<file path="src/hw/sdpsd_params.svh">
// Constants for the power-state and DLL-off block
`ifndef SDPSD_PARAMS_SVH
`define SDPSD_PARAMS_SVH
`define SDPSD_CAS_LAT_OFF 5'h0a
`define SDPSD_CAS_WR_LAT_OFF 5'h09
`define SDPSD_BURST_CYC 4'h4
`define SDPSD_PRE_CYC 4'h3
`define SDPSD_REF_CYC 4'h8
`define SDPSD_MR1_ADDR 2'h1
`define SDPSD_DLL_BIT 0
`endif

</file>
<file path="src/hw/sdpsd_pkg.sv">
// Types for the power-state and DLL-off block
package sdpsd_pkg;
	typedef enum logic [3:0] {
		ST_IDLE, ST_ACTIVE, ST_READ, ST_WRITE, ST_PRECH, ST_REFRESH,
		ST_PD_PRE, ST_PD_ACT, ST_SELF_REF
	} sdpsd_state_e;
	typedef enum logic [3:0] {
		C_DESEL, C_NOP, C_MRS, C_REF, C_PRE, C_PREA, C_ACT, C_WR, C_RD, C_OTHER
	} sdpsd_cmd_e;
	typedef struct packed {
		logic cs_n;
		logic act_n;
		logic ras_n;
		logic cas_n;
		logic we_n;
	} sdpsd_pins_s;
endpackage

</file>
<file path="src/hw/sdpsd_decode.sv">
// Command decoder from pin levels
`timescale 1ns/1ns
module sdpsd_decode (
	input wire sdpsd_pkg::sdpsd_pins_s pins_in,
	input wire logic a10_in,
	output sdpsd_pkg::sdpsd_cmd_e cmd_out
);
	wire logic [3:0] code;
	assign code = {pins_in.act_n, pins_in.ras_n, pins_in.cas_n, pins_in.we_n};
	// Select high always means chip_cmd_a, whatever the other pins show
	assign cmd_out = pins_in.cs_n ? sdpsd_pkg::C_DESEL :
		!pins_in.act_n ? sdpsd_pkg::C_ACT :
		(code == 4'hf) ? sdpsd_pkg::C_NOP :
		(code == 4'h8) ? sdpsd_pkg::C_MRS :
		(code == 4'h9) ? sdpsd_pkg::C_REF :
		(code == 4'ha) ? (a10_in ? sdpsd_pkg::C_PREA : sdpsd_pkg::C_PRE) :
		(code == 4'hc) ? sdpsd_pkg::C_WR :
		(code == 4'hd) ? sdpsd_pkg::C_RD : sdpsd_pkg::C_OTHER;
endmodule

</file>
<file path="src/hw/sdpsd_core.sv">
// Power-state tracker with DLL-off control and read strobe timing
`timescale 1ns/1ns
`include "sdpsd_params.svh"
module sdpsd_core #(
	parameter int BANKS = 16
) (
	input wire logic CORE_CLK_IN,
	input wire logic RESET_N_IN,
	input wire logic CKE_IN,
	input wire logic CS_N_IN,
	input wire logic ACT_N_IN,
	input wire logic RAS_N_IN,
	input wire logic CAS_N_IN,
	input wire logic WE_N_IN,
	input wire logic ON_DIE_TERMINATION_IN,
	input wire logic [1:0] BG_IN,
	input wire logic [1:0] BA_IN,
	input wire logic [13:0] ADDR_IN,
	input wire logic [4:0] ADDITIVE_LATENCY_IN,
	output logic [3:0] STATE_OUT,
	output logic DLL_ENABLED_OUT,
	output logic TERM_ACTIVE_OUT,
	output logic READ_STROBE_START_OUT,
	output logic [4:0] CAS_LATENCY_OUT,
	output logic [4:0] CAS_WRITE_LATENCY_OUT
);
	// ----------------------------------------
	// Reset and pin synchronisers
	// ----------------------------------------
	logic [1:0] rst_sync_reg;
	wire logic rst_n;
	assign rst_n = rst_sync_reg[1];
	always_ff @(posedge CORE_CLK_IN or negedge RESET_N_IN) begin
		if (!RESET_N_IN) rst_sync_reg <= 2'h0;
		else rst_sync_reg <= {rst_sync_reg[0], 1'b1};
	end
	// Pins come from the link, so two stages before use
	logic [21:0] pin_s1_reg;
	logic [21:0] pin_s2_reg;
	always_ff @(posedge CORE_CLK_IN or negedge rst_n) begin
		if (!rst_n) begin
			// Idle pin levels: enable high, chip_cmd_a, termination off
			pin_s1_reg <= 22'h3f0000;
			pin_s2_reg <= 22'h3f0000;
		end else begin
			pin_s1_reg <= {CKE_IN, CS_N_IN, ACT_N_IN, RAS_N_IN, CAS_N_IN, WE_N_IN,
				ON_DIE_TERMINATION_IN, BG_IN, BA_IN, ADDR_IN[10:0]};
			pin_s2_reg <= pin_s1_reg;
		end
	end
	wire logic cke;
	wire logic on_die_termination;
	wire logic [3:0] bank;
	wire logic [12:0] addr;
	sdpsd_pkg::sdpsd_pins_s pins;
	assign cke = pin_s2_reg[21];
	assign pins = pin_s2_reg[20:16];
	assign on_die_termination = pin_s2_reg[15];
	assign bank = pin_s2_reg[14:11];
	// Only A0 and A10 matter here, upper address bits are not kept
	assign addr = {2'h0, pin_s2_reg[10:0]};

	// ----------------------------------------
	// Command decode
	// ----------------------------------------
	sdpsd_pkg::sdpsd_cmd_e cmd;
	sdpsd_decode u_dec (
		.pins_in(pins),
		.a10_in(pin_s2_reg[10]),
		.cmd_out(cmd)
	);
	logic cke_prev_reg;
	always_ff @(posedge CORE_CLK_IN or negedge rst_n) begin
		if (!rst_n) cke_prev_reg <= 1'b1;
		else cke_prev_reg <= cke;
	end
	wire logic cke_fall;
	wire logic cke_rise;
	wire logic cke_low;
	assign cke_fall = cke_prev_reg && !cke;
	assign cke_rise = !cke_prev_reg && cke;
	assign cke_low = !cke_prev_reg && !cke;
	wire logic is_desel;
	assign is_desel = (cmd == sdpsd_pkg::C_DESEL);

	// ----------------------------------------
	// Bank tracking and operation timer
	// ----------------------------------------
	logic [BANKS-1:0] open_reg;
	logic [BANKS-1:0] open_next;
	logic [3:0] op_cnt_reg;
	wire logic all_closed;
	wire logic busy;
	wire logic low_power;
	sdpsd_pkg::sdpsd_state_e st_reg;
	sdpsd_pkg::sdpsd_state_e st_next;
	assign low_power = (st_reg == sdpsd_pkg::ST_PD_PRE) || (st_reg == sdpsd_pkg::ST_PD_ACT)
		|| (st_reg == sdpsd_pkg::ST_SELF_REF);
	assign busy = (op_cnt_reg != 4'h0);
	// Commands only register when powered up and enabled
	wire logic take;
	assign take = !low_power && cke_prev_reg && cke && !is_desel;
	always_comb begin
		open_next = open_reg;
		if (take && cmd == sdpsd_pkg::C_ACT) open_next[bank] = 1'b1;
		if (take && cmd == sdpsd_pkg::C_PRE) open_next[bank] = 1'b0;
		if (take && cmd == sdpsd_pkg::C_PREA) open_next = '0;
	end
	assign all_closed = (open_next == '0);
	always_ff @(posedge CORE_CLK_IN or negedge rst_n) begin
		if (!rst_n) open_reg <= '0;
		else open_reg <= open_next;
	end
	// Running operations count down regardless of chip_cmd_a
	always_ff @(posedge CORE_CLK_IN or negedge rst_n) begin
		if (!rst_n) op_cnt_reg <= 4'h0;
		else if (take && (cmd == sdpsd_pkg::C_RD || cmd == sdpsd_pkg::C_WR))
			op_cnt_reg <= `SDPSD_BURST_CYC;
		else if (take && (cmd == sdpsd_pkg::C_PRE || cmd == sdpsd_pkg::C_PREA))
			op_cnt_reg <= `SDPSD_PRE_CYC;
		else if (take && cmd == sdpsd_pkg::C_REF) op_cnt_reg <= `SDPSD_REF_CYC;
		else if (busy && !(st_reg == sdpsd_pkg::ST_PD_PRE) && !(st_reg == sdpsd_pkg::ST_PD_ACT))
			op_cnt_reg <= op_cnt_reg - 4'h1;
	end
	// Pending power-down kind chosen when the operation ends
	logic pd_pend_reg;
	always_ff @(posedge CORE_CLK_IN or negedge rst_n) begin
		if (!rst_n) pd_pend_reg <= 1'b0;
		else if (cke) pd_pend_reg <= 1'b0;
		else if (cke_fall && busy) pd_pend_reg <= 1'b1;
		else if (!busy) pd_pend_reg <= 1'b0;
	end

	// ----------------------------------------
	// State machine
	// ----------------------------------------
	wire logic pd_kind_pre;
	assign pd_kind_pre = all_closed;
	always_comb begin
		st_next = st_reg;
		case (st_reg)
			sdpsd_pkg::ST_PD_PRE, sdpsd_pkg::ST_PD_ACT: begin
				// No refresh here; exit needs rising enable with chip_cmd_a
				if (cke_rise && is_desel) st_next = open_reg == '0 ?
					sdpsd_pkg::ST_IDLE : sdpsd_pkg::ST_ACTIVE;
			end
			sdpsd_pkg::ST_SELF_REF: begin
				if (cke_rise && is_desel) st_next = sdpsd_pkg::ST_IDLE;
			end
			sdpsd_pkg::ST_IDLE: begin
				if (cke_fall && cmd == sdpsd_pkg::C_REF && open_reg == '0 && !busy)
					st_next = sdpsd_pkg::ST_SELF_REF;
				else if (cke_fall && is_desel) st_next = sdpsd_pkg::ST_PD_PRE;
				else if (take && cmd == sdpsd_pkg::C_ACT) st_next = sdpsd_pkg::ST_ACTIVE;
				else if (take && cmd == sdpsd_pkg::C_REF) st_next = sdpsd_pkg::ST_REFRESH;
			end
			sdpsd_pkg::ST_REFRESH: begin
				if (cke_fall && is_desel) st_next = sdpsd_pkg::ST_PD_PRE;
				else if (!busy) st_next = sdpsd_pkg::ST_IDLE;
			end
			sdpsd_pkg::ST_ACTIVE, sdpsd_pkg::ST_READ, sdpsd_pkg::ST_WRITE,
			sdpsd_pkg::ST_PRECH: begin
				if ((cke_fall && is_desel && !busy) || (pd_pend_reg && !busy) ||
						(cke_low && !busy && st_reg != sdpsd_pkg::ST_ACTIVE))
					st_next = pd_kind_pre ? sdpsd_pkg::ST_PD_PRE : sdpsd_pkg::ST_PD_ACT;
				else if (cke_fall && is_desel) st_next = st_reg;
				else if (take && cmd == sdpsd_pkg::C_RD) st_next = sdpsd_pkg::ST_READ;
				else if (take && cmd == sdpsd_pkg::C_WR) st_next = sdpsd_pkg::ST_WRITE;
				else if (take && (cmd == sdpsd_pkg::C_PRE || cmd == sdpsd_pkg::C_PREA))
					st_next = sdpsd_pkg::ST_PRECH;
				else if (take && cmd == sdpsd_pkg::C_ACT) st_next = sdpsd_pkg::ST_ACTIVE;
				else if (!busy && !take)
					st_next = open_reg == '0 ? sdpsd_pkg::ST_IDLE : sdpsd_pkg::ST_ACTIVE;
			end
			default: st_next = sdpsd_pkg::ST_IDLE;
		endcase
	end
	always_ff @(posedge CORE_CLK_IN or negedge rst_n) begin
		if (!rst_n) st_reg <= sdpsd_pkg::ST_IDLE;
		else st_reg <= st_next;
	end
	assign STATE_OUT = st_reg;

	// ----------------------------------------
	// DLL control and latencies
	// ----------------------------------------
	logic dll_en_reg;
	wire logic mr1_write;
	assign mr1_write = take && cmd == sdpsd_pkg::C_MRS && bank[1:0] == `SDPSD_MR1_ADDR;
	always_ff @(posedge CORE_CLK_IN or negedge rst_n) begin
		if (!rst_n) dll_en_reg <= 1'b1;
		else if (mr1_write) dll_en_reg <= addr[`SDPSD_DLL_BIT];
	end
	assign DLL_ENABLED_OUT = dll_en_reg;
	// One fixed latency pair when the DLL is off
	always_ff @(posedge CORE_CLK_IN or negedge rst_n) begin
		if (!rst_n) begin
			CAS_LATENCY_OUT <= `SDPSD_CAS_LAT_OFF;
			CAS_WRITE_LATENCY_OUT <= `SDPSD_CAS_WR_LAT_OFF;
		end else begin
			CAS_LATENCY_OUT <= `SDPSD_CAS_LAT_OFF;
			CAS_WRITE_LATENCY_OUT <= `SDPSD_CAS_WR_LAT_OFF;
		end
	end
	// Termination never steers the state; cut off in self refresh
	always_ff @(posedge CORE_CLK_IN or negedge rst_n) begin
		if (!rst_n) TERM_ACTIVE_OUT <= 1'b0;
		else TERM_ACTIVE_OUT <= on_die_termination && (st_next != sdpsd_pkg::ST_SELF_REF);
	end

	// ----------------------------------------
	// Read strobe start counter
	// ----------------------------------------
	// Strobe to data is untouched; only the start cycle moves
	logic [5:0] rd_cnt_reg;
	wire logic [5:0] rd_delay;
	assign rd_delay = dll_en_reg ? 6'(ADDITIVE_LATENCY_IN) + 6'(`SDPSD_CAS_LAT_OFF)
		: 6'(ADDITIVE_LATENCY_IN) + 6'(`SDPSD_CAS_LAT_OFF) - 6'h1;
	always_ff @(posedge CORE_CLK_IN or negedge rst_n) begin
		if (!rst_n) rd_cnt_reg <= 6'h0;
		else if (take && cmd == sdpsd_pkg::C_RD) rd_cnt_reg <= rd_delay;
		else if (rd_cnt_reg != 6'h0) rd_cnt_reg <= rd_cnt_reg - 6'h1;
	end
	always_ff @(posedge CORE_CLK_IN or negedge rst_n) begin
		if (!rst_n) READ_STROBE_START_OUT <= 1'b0;
		else READ_STROBE_START_OUT <= (rd_cnt_reg == 6'h2);
	end
endmodule

</file>
<file path="config.mk">
export PLATFORM = sky130hd
export DESIGN_NAME = sdpsd_core
export DESIGN_NICKNAME = d
export VERILOG_FILES = /design/src/hw/sdpsd_pkg.sv /design/src/hw/sdpsd_decode.sv /design/src/hw/sdpsd_core.sv
export VERILOG_INCLUDE_DIRS = /design/src /design/src/hw
export SDC_FILE = /design/constraint.sdc
export NUM_CORES = 1
export LEC_CHECK = 0
export ABC_CLOCK_PERIOD_IN_PS = 4200
export BUFFER_PORTS_ARGS = -buffer_cell sky130_fd_sc_hd__buf_2
export CAP_MARGIN = 15
export CORE_MARGIN = 2
export CORE_UTILIZATION = 59
export CTS_BUF_LIST = sky130_fd_sc_hd__clkbuf_8
export DETAILED_ROUTE_END_ITERATION = 8
export PLACE_DENSITY = 0.82
export SLEW_MARGIN = 20
export SYNTH_ARGS = -nofsm -noshare
export SYNTH_HDL_FRONTEND = slang
export SYNTH_SLANG_ARGS = --single-unit
export TNS_END_PERCENT = 20
</file>
<file path="constraint.sdc">
create_clock -name CORE_CLK_IN -period 4.2 [get_ports CORE_CLK_IN]
set_input_delay 0.42 -clock CORE_CLK_IN [delete_from_list [all_inputs] [get_ports CORE_CLK_IN]]
set_output_delay 0.42 -clock CORE_CLK_IN [all_outputs]
set_load 0.05 [all_outputs]
</file>
# After elaboration in Yosys (flattened, before gate mapping)

Cells that the tools add are included.

Output and inout port bits: 17
Bits in registers: 81
Logic and storage cells: 144
Bits of input ports: 32

Bitwise gates (word level): 3
Order comparisons: 2
Reductions and logical operators: 55
Eq/ne operators: 26
$add $sub $neg: 4
Mux-type cells: 42

Operators with widths:

| cell                  | number |
|---|---|
| $mux W4               | 26 |
| $mux W16              | 3 |
| $eq A4 B3 Y1 const B  | 8 |
| $eq A4 B4 Y1 const B  | 8 |
| $logic_not A16 Y1     | 2 |
| $logic_and A1 B1 Y1   | 31 |
| $pmux W4 S5           | 1 |
| $mux W6               | 3 |
| $and A16 B16 Y16      | 1 |
| $eq A4 B2 Y1 const B  | 4 |
| $not A16 Y16          | 1 |
| $or A16 B16 Y16       | 1 |
| $sub A6 B1 Y6 const B | 2 |
| $logic_not A1 Y1      | 8 |
| $logic_not A4 Y1      | 2 |
| $mux W1               | 8 |
| $reduce_bool A4 Y1    | 2 |
| $add A5 B4 Y6 const B | 1 |
| $eq A6 B2 Y1 const B  | 1 |
| $logic_or A1 B1 Y1    | 6 |
| $reduce_bool A6 Y1    | 1 |
| $lt A4 B5 Y1 const B  | 1 |
| $demux W1 S4          | 1 |
| $eq A4 B1 Y1 const B  | 1 |
| 9 further kinds       | 9 |

# Logic depth before layout (Yosys ltp)

Word-level depth: 24
Gate-level depth with buffers: 10
Gate-level depth less buffers: 9

# Modules after synthesis

A second synthesis with hierarchy kept.

Cell total of the unflattened synthesis: 361
Area, all modules: 3520.9 µm²

Modules (own cells, without submodules):

| module       | area an instance (µm²) | sequential area each (µm²) | instances | cells an instance |
|---|---|---|---|---|
| sdpsd_core   | 3442.1                 | 1594.0                     | 1         | 349 |
| sdpsd_decode | 78.8                   | 0.0                        | 1         | 12 |

# Worst setup path before layout

No wires, ideal clock.

Path kind: register -> register
Start point: register st_reg[2] (netlist: STATE_OUT[2])
End point: register st_reg[0] (netlist: STATE_OUT[0])
Buffers on the path: 2
Library setup time: 0.119 ns
Clock period less this slack: 2.699 ns
Cell stages (with the launch flop): 10
Data arrival time: 2.580 ns
Data required time: 4.081 ns
Slack: 1.501 ns
Path through: dfrtp_1 > clkbuf_1 > and3b_1 > clkbuf_1 > o41ai_1 > o211ai_1 > or4_1 > nor3_1 > nand4_1 > and2_1

Elaborated cells on any way between the ends: 47
Those cells by class: 9 x eq/ne; 16 x mux; 1 x bitwise; 21 x reduce/logical

RTL lines:

| what                                 | RTL line          | text |
|---|---|---|
| start: declaration                   | sdpsd_core.sv:95  | `sdpsd_pkg::sdpsd_state_e st_reg;` |
| start signal: assignment             | sdpsd_core.sv:179 | `if (!rst_n) st_reg <= sdpsd_pkg::ST_IDLE;` |
| start signal: assignment             | sdpsd_core.sv:180 | `else st_reg <= st_next;` |
| $eq A4 B3 Y1                         | sdpsd_core.sv:97  | `assign low_power = (st_reg == sdpsd_pkg::ST_PD_PRE) \|\| (st_reg == sdpsd_pkg::ST_PD_ACT)` |
| $logic_or A1 B1 Y1                   | sdpsd_core.sv:97  |  |
| $logic_or A1 B1 Y1 (*)               | sdpsd_core.sv:98  | `\|\| (st_reg == sdpsd_pkg::ST_SELF_REF);` |
| $logic_not A1 Y1 (*)                 | sdpsd_core.sv:102 | `assign take = !low_power && cke_prev_reg && cke && !is_desel;` |
| $logic_and A1 B1 Y1 (*) (3 in a row) | sdpsd_core.sv:102 |  |
| $logic_and A1 B1 Y1                  | sdpsd_core.sv:105 | `if (take && cmd == sdpsd_pkg::C_ACT) open_next[bank] = 1'b1;` |
| $mux W16                             | sdpsd_core.sv:105 |  |
| $and A16 B16 Y16 (no line)           | --                |  |
| $mux W16                             | sdpsd_core.sv:106 | `if (take && cmd == sdpsd_pkg::C_PRE) open_next[bank] = 1'b0;` |
| $mux W16 (*)                         | sdpsd_core.sv:107 | `if (take && cmd == sdpsd_pkg::C_PREA) open_next = '0;` |
| via open_next[14]                    | sdpsd_core.sv:90  | `logic [BANKS-1:0] open_next;` |
| $logic_not A16 Y1 (*)                | sdpsd_core.sv:109 | `assign all_closed = (open_next == '0);` |
| $mux W1 (*)                          | sdpsd_core.sv:165 | `st_next = pd_kind_pre ? sdpsd_pkg::ST_PD_PRE : sdpsd_pkg::ST_PD_ACT;` |
| $mux W4 (*)                          | sdpsd_core.sv:163 | `if ((cke_fall && is_desel && !busy) \|\| (pd_pend_reg && !busy) \|\|` |
| $pmux W4 S5 (*)                      | sdpsd_core.sv:141 | `case (st_reg)` |
| via st_next[0]                       | sdpsd_core.sv:96  | `sdpsd_pkg::sdpsd_state_e st_next;` |

Mark *: on every way through the listed nets, which the timed path passes. The rest lies on a longest branch.
A chain may end at the register's enable or synchronous reset.

# Worst setup path after layout

Start point: register pin_s2_reg[17]
End point: register st_reg[0] (netlist: STATE_OUT[0])

Elaborated cells on any way between the ends: 62
Those cells by class: 12 x eq/ne; 27 x mux; 1 x bitwise; 22 x reduce/logical

RTL lines:

| what                     | RTL line           | text |
|---|---|---|
| start: declaration       | sdpsd_core.sv:39   | `logic [21:0] pin_s2_reg;` |
| start signal: assignment | sdpsd_core.sv:48   | `pin_s2_reg <= pin_s1_reg;` |
| $eq A4 B4 Y1             | sdpsd_decode.sv:18 | `(code == 4'hd) ? sdpsd_pkg::C_RD : sdpsd_pkg::C_OTHER;` |
| $mux W1                  | sdpsd_decode.sv:18 |  |
| $mux W4                  | sdpsd_decode.sv:17 | `(code == 4'hc) ? sdpsd_pkg::C_WR :` |
| $mux W4                  | sdpsd_decode.sv:16 | `(code == 4'ha) ? (a10_in ? sdpsd_pkg::C_PREA : sdpsd_pkg::C_PRE) :` |
| $mux W4                  | sdpsd_decode.sv:15 | `(code == 4'h9) ? sdpsd_pkg::C_REF :` |
| $mux W4                  | sdpsd_decode.sv:14 | `(code == 4'h8) ? sdpsd_pkg::C_MRS :` |
| $mux W4 (*)              | sdpsd_decode.sv:13 | `(code == 4'hf) ? sdpsd_pkg::C_NOP :` |
| $mux W4 (*)              | sdpsd_decode.sv:12 | `!pins_in.act_n ? sdpsd_pkg::C_ACT :` |
| [7 not listed]           | --                 |  |
| $mux W16                 | sdpsd_core.sv:106  |  |
| $mux W16 (*)             | sdpsd_core.sv:107  |  |
| via open_next[15]        | sdpsd_core.sv:90   |  |
| $logic_not A16 Y1 (*)    | sdpsd_core.sv:109  |  |
| $mux W1 (*)              | sdpsd_core.sv:165  |  |
| $mux W4 (*)              | sdpsd_core.sv:163  |  |
| $pmux W4 S5 (*)          | sdpsd_core.sv:141  |  |
| via st_next[0]           | sdpsd_core.sv:96   |  |

Marks and branches as above.

==> metrics.md <==
| Metric | Value |
|---|---|
| Status | `finished clean` |
| Vias per Instance | `5.98` |
| TritonCTS clock tree | `built` |
| Maximum vdd drop | `0.000353 V` |
| Max Cap Viol | `0` |
| Skew final | `0.00670 ns` |
| Top-area cell type share of the netlist area | `37.0%` |
| Die Y | `79.0 um` |
| Slew @ Worst Pin | `0.720 ns` |
| Ys async rst share | `100%` |
| Crit path arrival time | `3.14 ns` |
| Crit end category | `flip-flop` |
| Post-synthesis sequential area ratio | `48.0%` |
| CP max FO | `13` |
| Slew Viols, Final | `0` |
| Fin crit share | `69.1%` |
| Placed cells | `419` |
| Final Hold Viols | `0` |
| Via count | `2608` |
| Die width | `79.0 um` |
| First-pass GRT wire length | `11.5 mm` |
| Nets | `397` |
| Netlist cell types | `59` |
| Fillcell total | `459` |
| Bufs on Longest Clock Path | `2` |
| CP Launch Point | `pin_s2_reg[17]` |
| Syn-to-layout area delta | `8.94%` |
| CTS root buffer | `clkbuf_8` |
| CORE AREA | `5470 um2` |
| Post-synth EDFFs | `0` |
| Vias in the first global route | `2435` |
| Relative slew margins | `52.0%` |
| Critical path class | `reg2reg` |
| Critical path startpoint category | `flip-flop` |
| Post-CTS sizing | `0` |
| Die ar. | `6240 um2` |
| Max reg flops | `16` |
| Cell Area, Synth | `3320 um2` |
| Post-Layout Cell Count | `436` |
| CTS H-tree lvls | `3` |
| Worst path required time | `4.44 ns` |
| Number of synthesized register bits | `63` |
| Setup Viol. Count Final | `0` |
| Clk slew on worst S/H paths | `0.07 ns` |
| Core Rows | `27` |
| Layout cells sized above 1 | `18.1%` |
| Antenna diode count | `0` |
| # clock sinks | `63` |
| Setup bufs post-CTS | `0` |
| Ports | `49` |
| Fmax achieved | `345 MHz` |
| Place WS | `1.34 ns` |
| Clk Latency, worst-skew pair | `0.35 ns` |
| Clock period minus worst slack | `2.90 ns` |
| Final setup TNS | `0 ns` |
| Input/output buffers | `26` |
| Antenna-violating nets left | `0` |
| Worst Hold Class | `in2reg` |
| R2R Setup Slk | `1.30 ns` |
| Cell taking the most area after synthesis | `dfrtp_1` |
| Post-DP HPWL | `4.58 mm` |
| DR WL/cell | `15.5 um` |
| Largest net degree at the start of global routing | `62` |
| Total wire length | `6.78 mm` |
| Worst Setup EP | `STATE_OUT[0]` |
| Gp weighted congestion | `0.934` |
| Leakage | `1.48 nW` |
| FF-to-FF Start | `pin_s2_reg[17]` |
| Cells after synthesis | `337` |
| Power Density | `528 nW/um2` |
| DRC | `0` |
| Total Power | `1.91 mW` |
| Grt ovf | `0` |
| Worst reg2reg path depth | `7` |
| Yosys warnings | `0` |
| Initial antenna violation count | `0` |
| Top cells by area, synth | `dfrtp_1 (37%), dfstp_2 (11%), o21ai_0 (3.6%), a21oi_1 (3.5%), nand2_1 (3.1%)` |
| GRT Util Overall | `24.1%` |
| Iteration-0 DRC Markers | `83` |
| Reg-to-Reg End | `STATE_OUT[0]` |
| Detailed Routing Iterations Pass 1 | `5` |
| Initial core utilization | `60.6%` |
| Ys flop type | `dfrtp_1` |
| CTS Buf Count | `9` |
| Fin worst setup slack | `1.30 ns` |
| RSZ-0062 raised after global routing | `no` |
| Post-Syn Area per Cell | `9.85 um2` |
==> worst min path at each step <==
stage	start	to	cells after the start
final	WE_N_IN	pin_s1_reg[16]	1
after global routing	CS_N_IN	pin_s1_reg[20]	1
after CTS	WE_N_IN	pin_s1_reg[16]	1
after detailed placement	RESET_N_IN	rst_sync_reg[0]	1
after global placement	RESET_N_IN	rst_sync_reg[0]	1
after floorplan	RESET_N_IN	rst_sync_reg[0]	0
==> critical path: stages, from the launching register on <==
cell and delay [ns]:
dfstp_2 0.61, or3b_1 0.51, or4_4 0.63, a211o_1 0.34, and4bb_1 0.25, and4b_1 0.18, nand4_1 0.08, and2_1 0.18
==> metrics by stage <==
stage	hold WS (ns)	area (um2)	util, %
after floorplan	0.124	3350	-
after global placement	0.206	3430	62.6
after detailed placement	0.207	3430	62.6
after CTS	0.149	3610	66.0
after global routing	0.146	3610	66.0
final	0.160	3610	66.0
==> power breakdown <==
| group | switching (mW) | internal [mW] | total (mW) | leakage (nW) |
|---|---|---|---|---|
| clock | 0.260 | 0.219 | 0.479 | 0.0866 |
| sequential | 0.112 | 0.714 | 0.825 | 0.717 |
| combinational | 0.357 | 0.249 | 0.606 | 0.676 |
| total | 0.729 | 1.18 | 1.91 | 1.48 |
==> cell usage in the layout, fill, tap and decap left out, types with 3 or more instances in the layout <==
master     n
a211oi_1   5
a21oi_1   23
a31oi_1    3
and2_1     3
and3_1     3
and3b_1    3
buf_2     26
buf_4      3
clkbuf_8   9
conb_1    11
dfrtp_1   48
dfstp_2   14
ha_1       6
inv_1      9
inv_6      3
nand2_1   27
nand2b_1   7
nand3b_1   7
nand4_1    4
nand4b_1   6
nor2_1    17
nor2b_1    9
nor3_1     9
nor3b_1    4
nor4_1     9
o211ai_1   8
o21ai_0   24
o21ai_1    3
o221ai_1   3
o31ai_1    4
o41ai_1    5
xnor2_1    4
xor2_1     5
==> routing by layer <==
metal	vias up	part of all wire, %	GRT usage [%]
li1	1268	-	-
met1	1227	45	32.0
met2	95	48	37.3
met3	18	4.7	5.11
met4	0	2.8	12.4
met5	-	0	0
==> cell type report <==
cell class              instances  area, um2  area share [%]
flip-flops and latches         63       1600            44.1
repair buffers                 30        163            4.50
well taps                      72       90.1            2.49
inverters                       9       33.8           0.935
clock inverters                 7       55.1            1.52
multi-input cells             246       1550            43.0
clock buffers                   9        124            3.43
==> synth_stat cells, drive strengths merged, types with 5 or more instances <==
cell	number
dfrtp	49
nand2	27
o21ai	27
a21oi	23
nor2	17
buf	15
dfstp	14
clkbuf	13
nor4	10
inv	9
nor2b	9
nor3	9
o211ai	8
nand2b	7
nand3b	7
ha	6
nand4b	6
a211oi	5
o41ai	5
xor2	5
==> repair_timing <==
action,CTS,global route
hold buffers,1,0
hold endpoints to repair,2,0
setup endpoints to repair,0,0
==> logic make-up after synthesis <==
logic type	Yosys count	share of synthesized area, %
simple gates	128	23.2
buf+inv	37	6.15
compound gates	90	17.1
other cells	2	0.226
xor+xnor	9	2.38
fa+ha+maj	6	2.26
mux	2	0.641
flops	63	48.0
No activity file was read; power rests on OpenSTA's default activity.
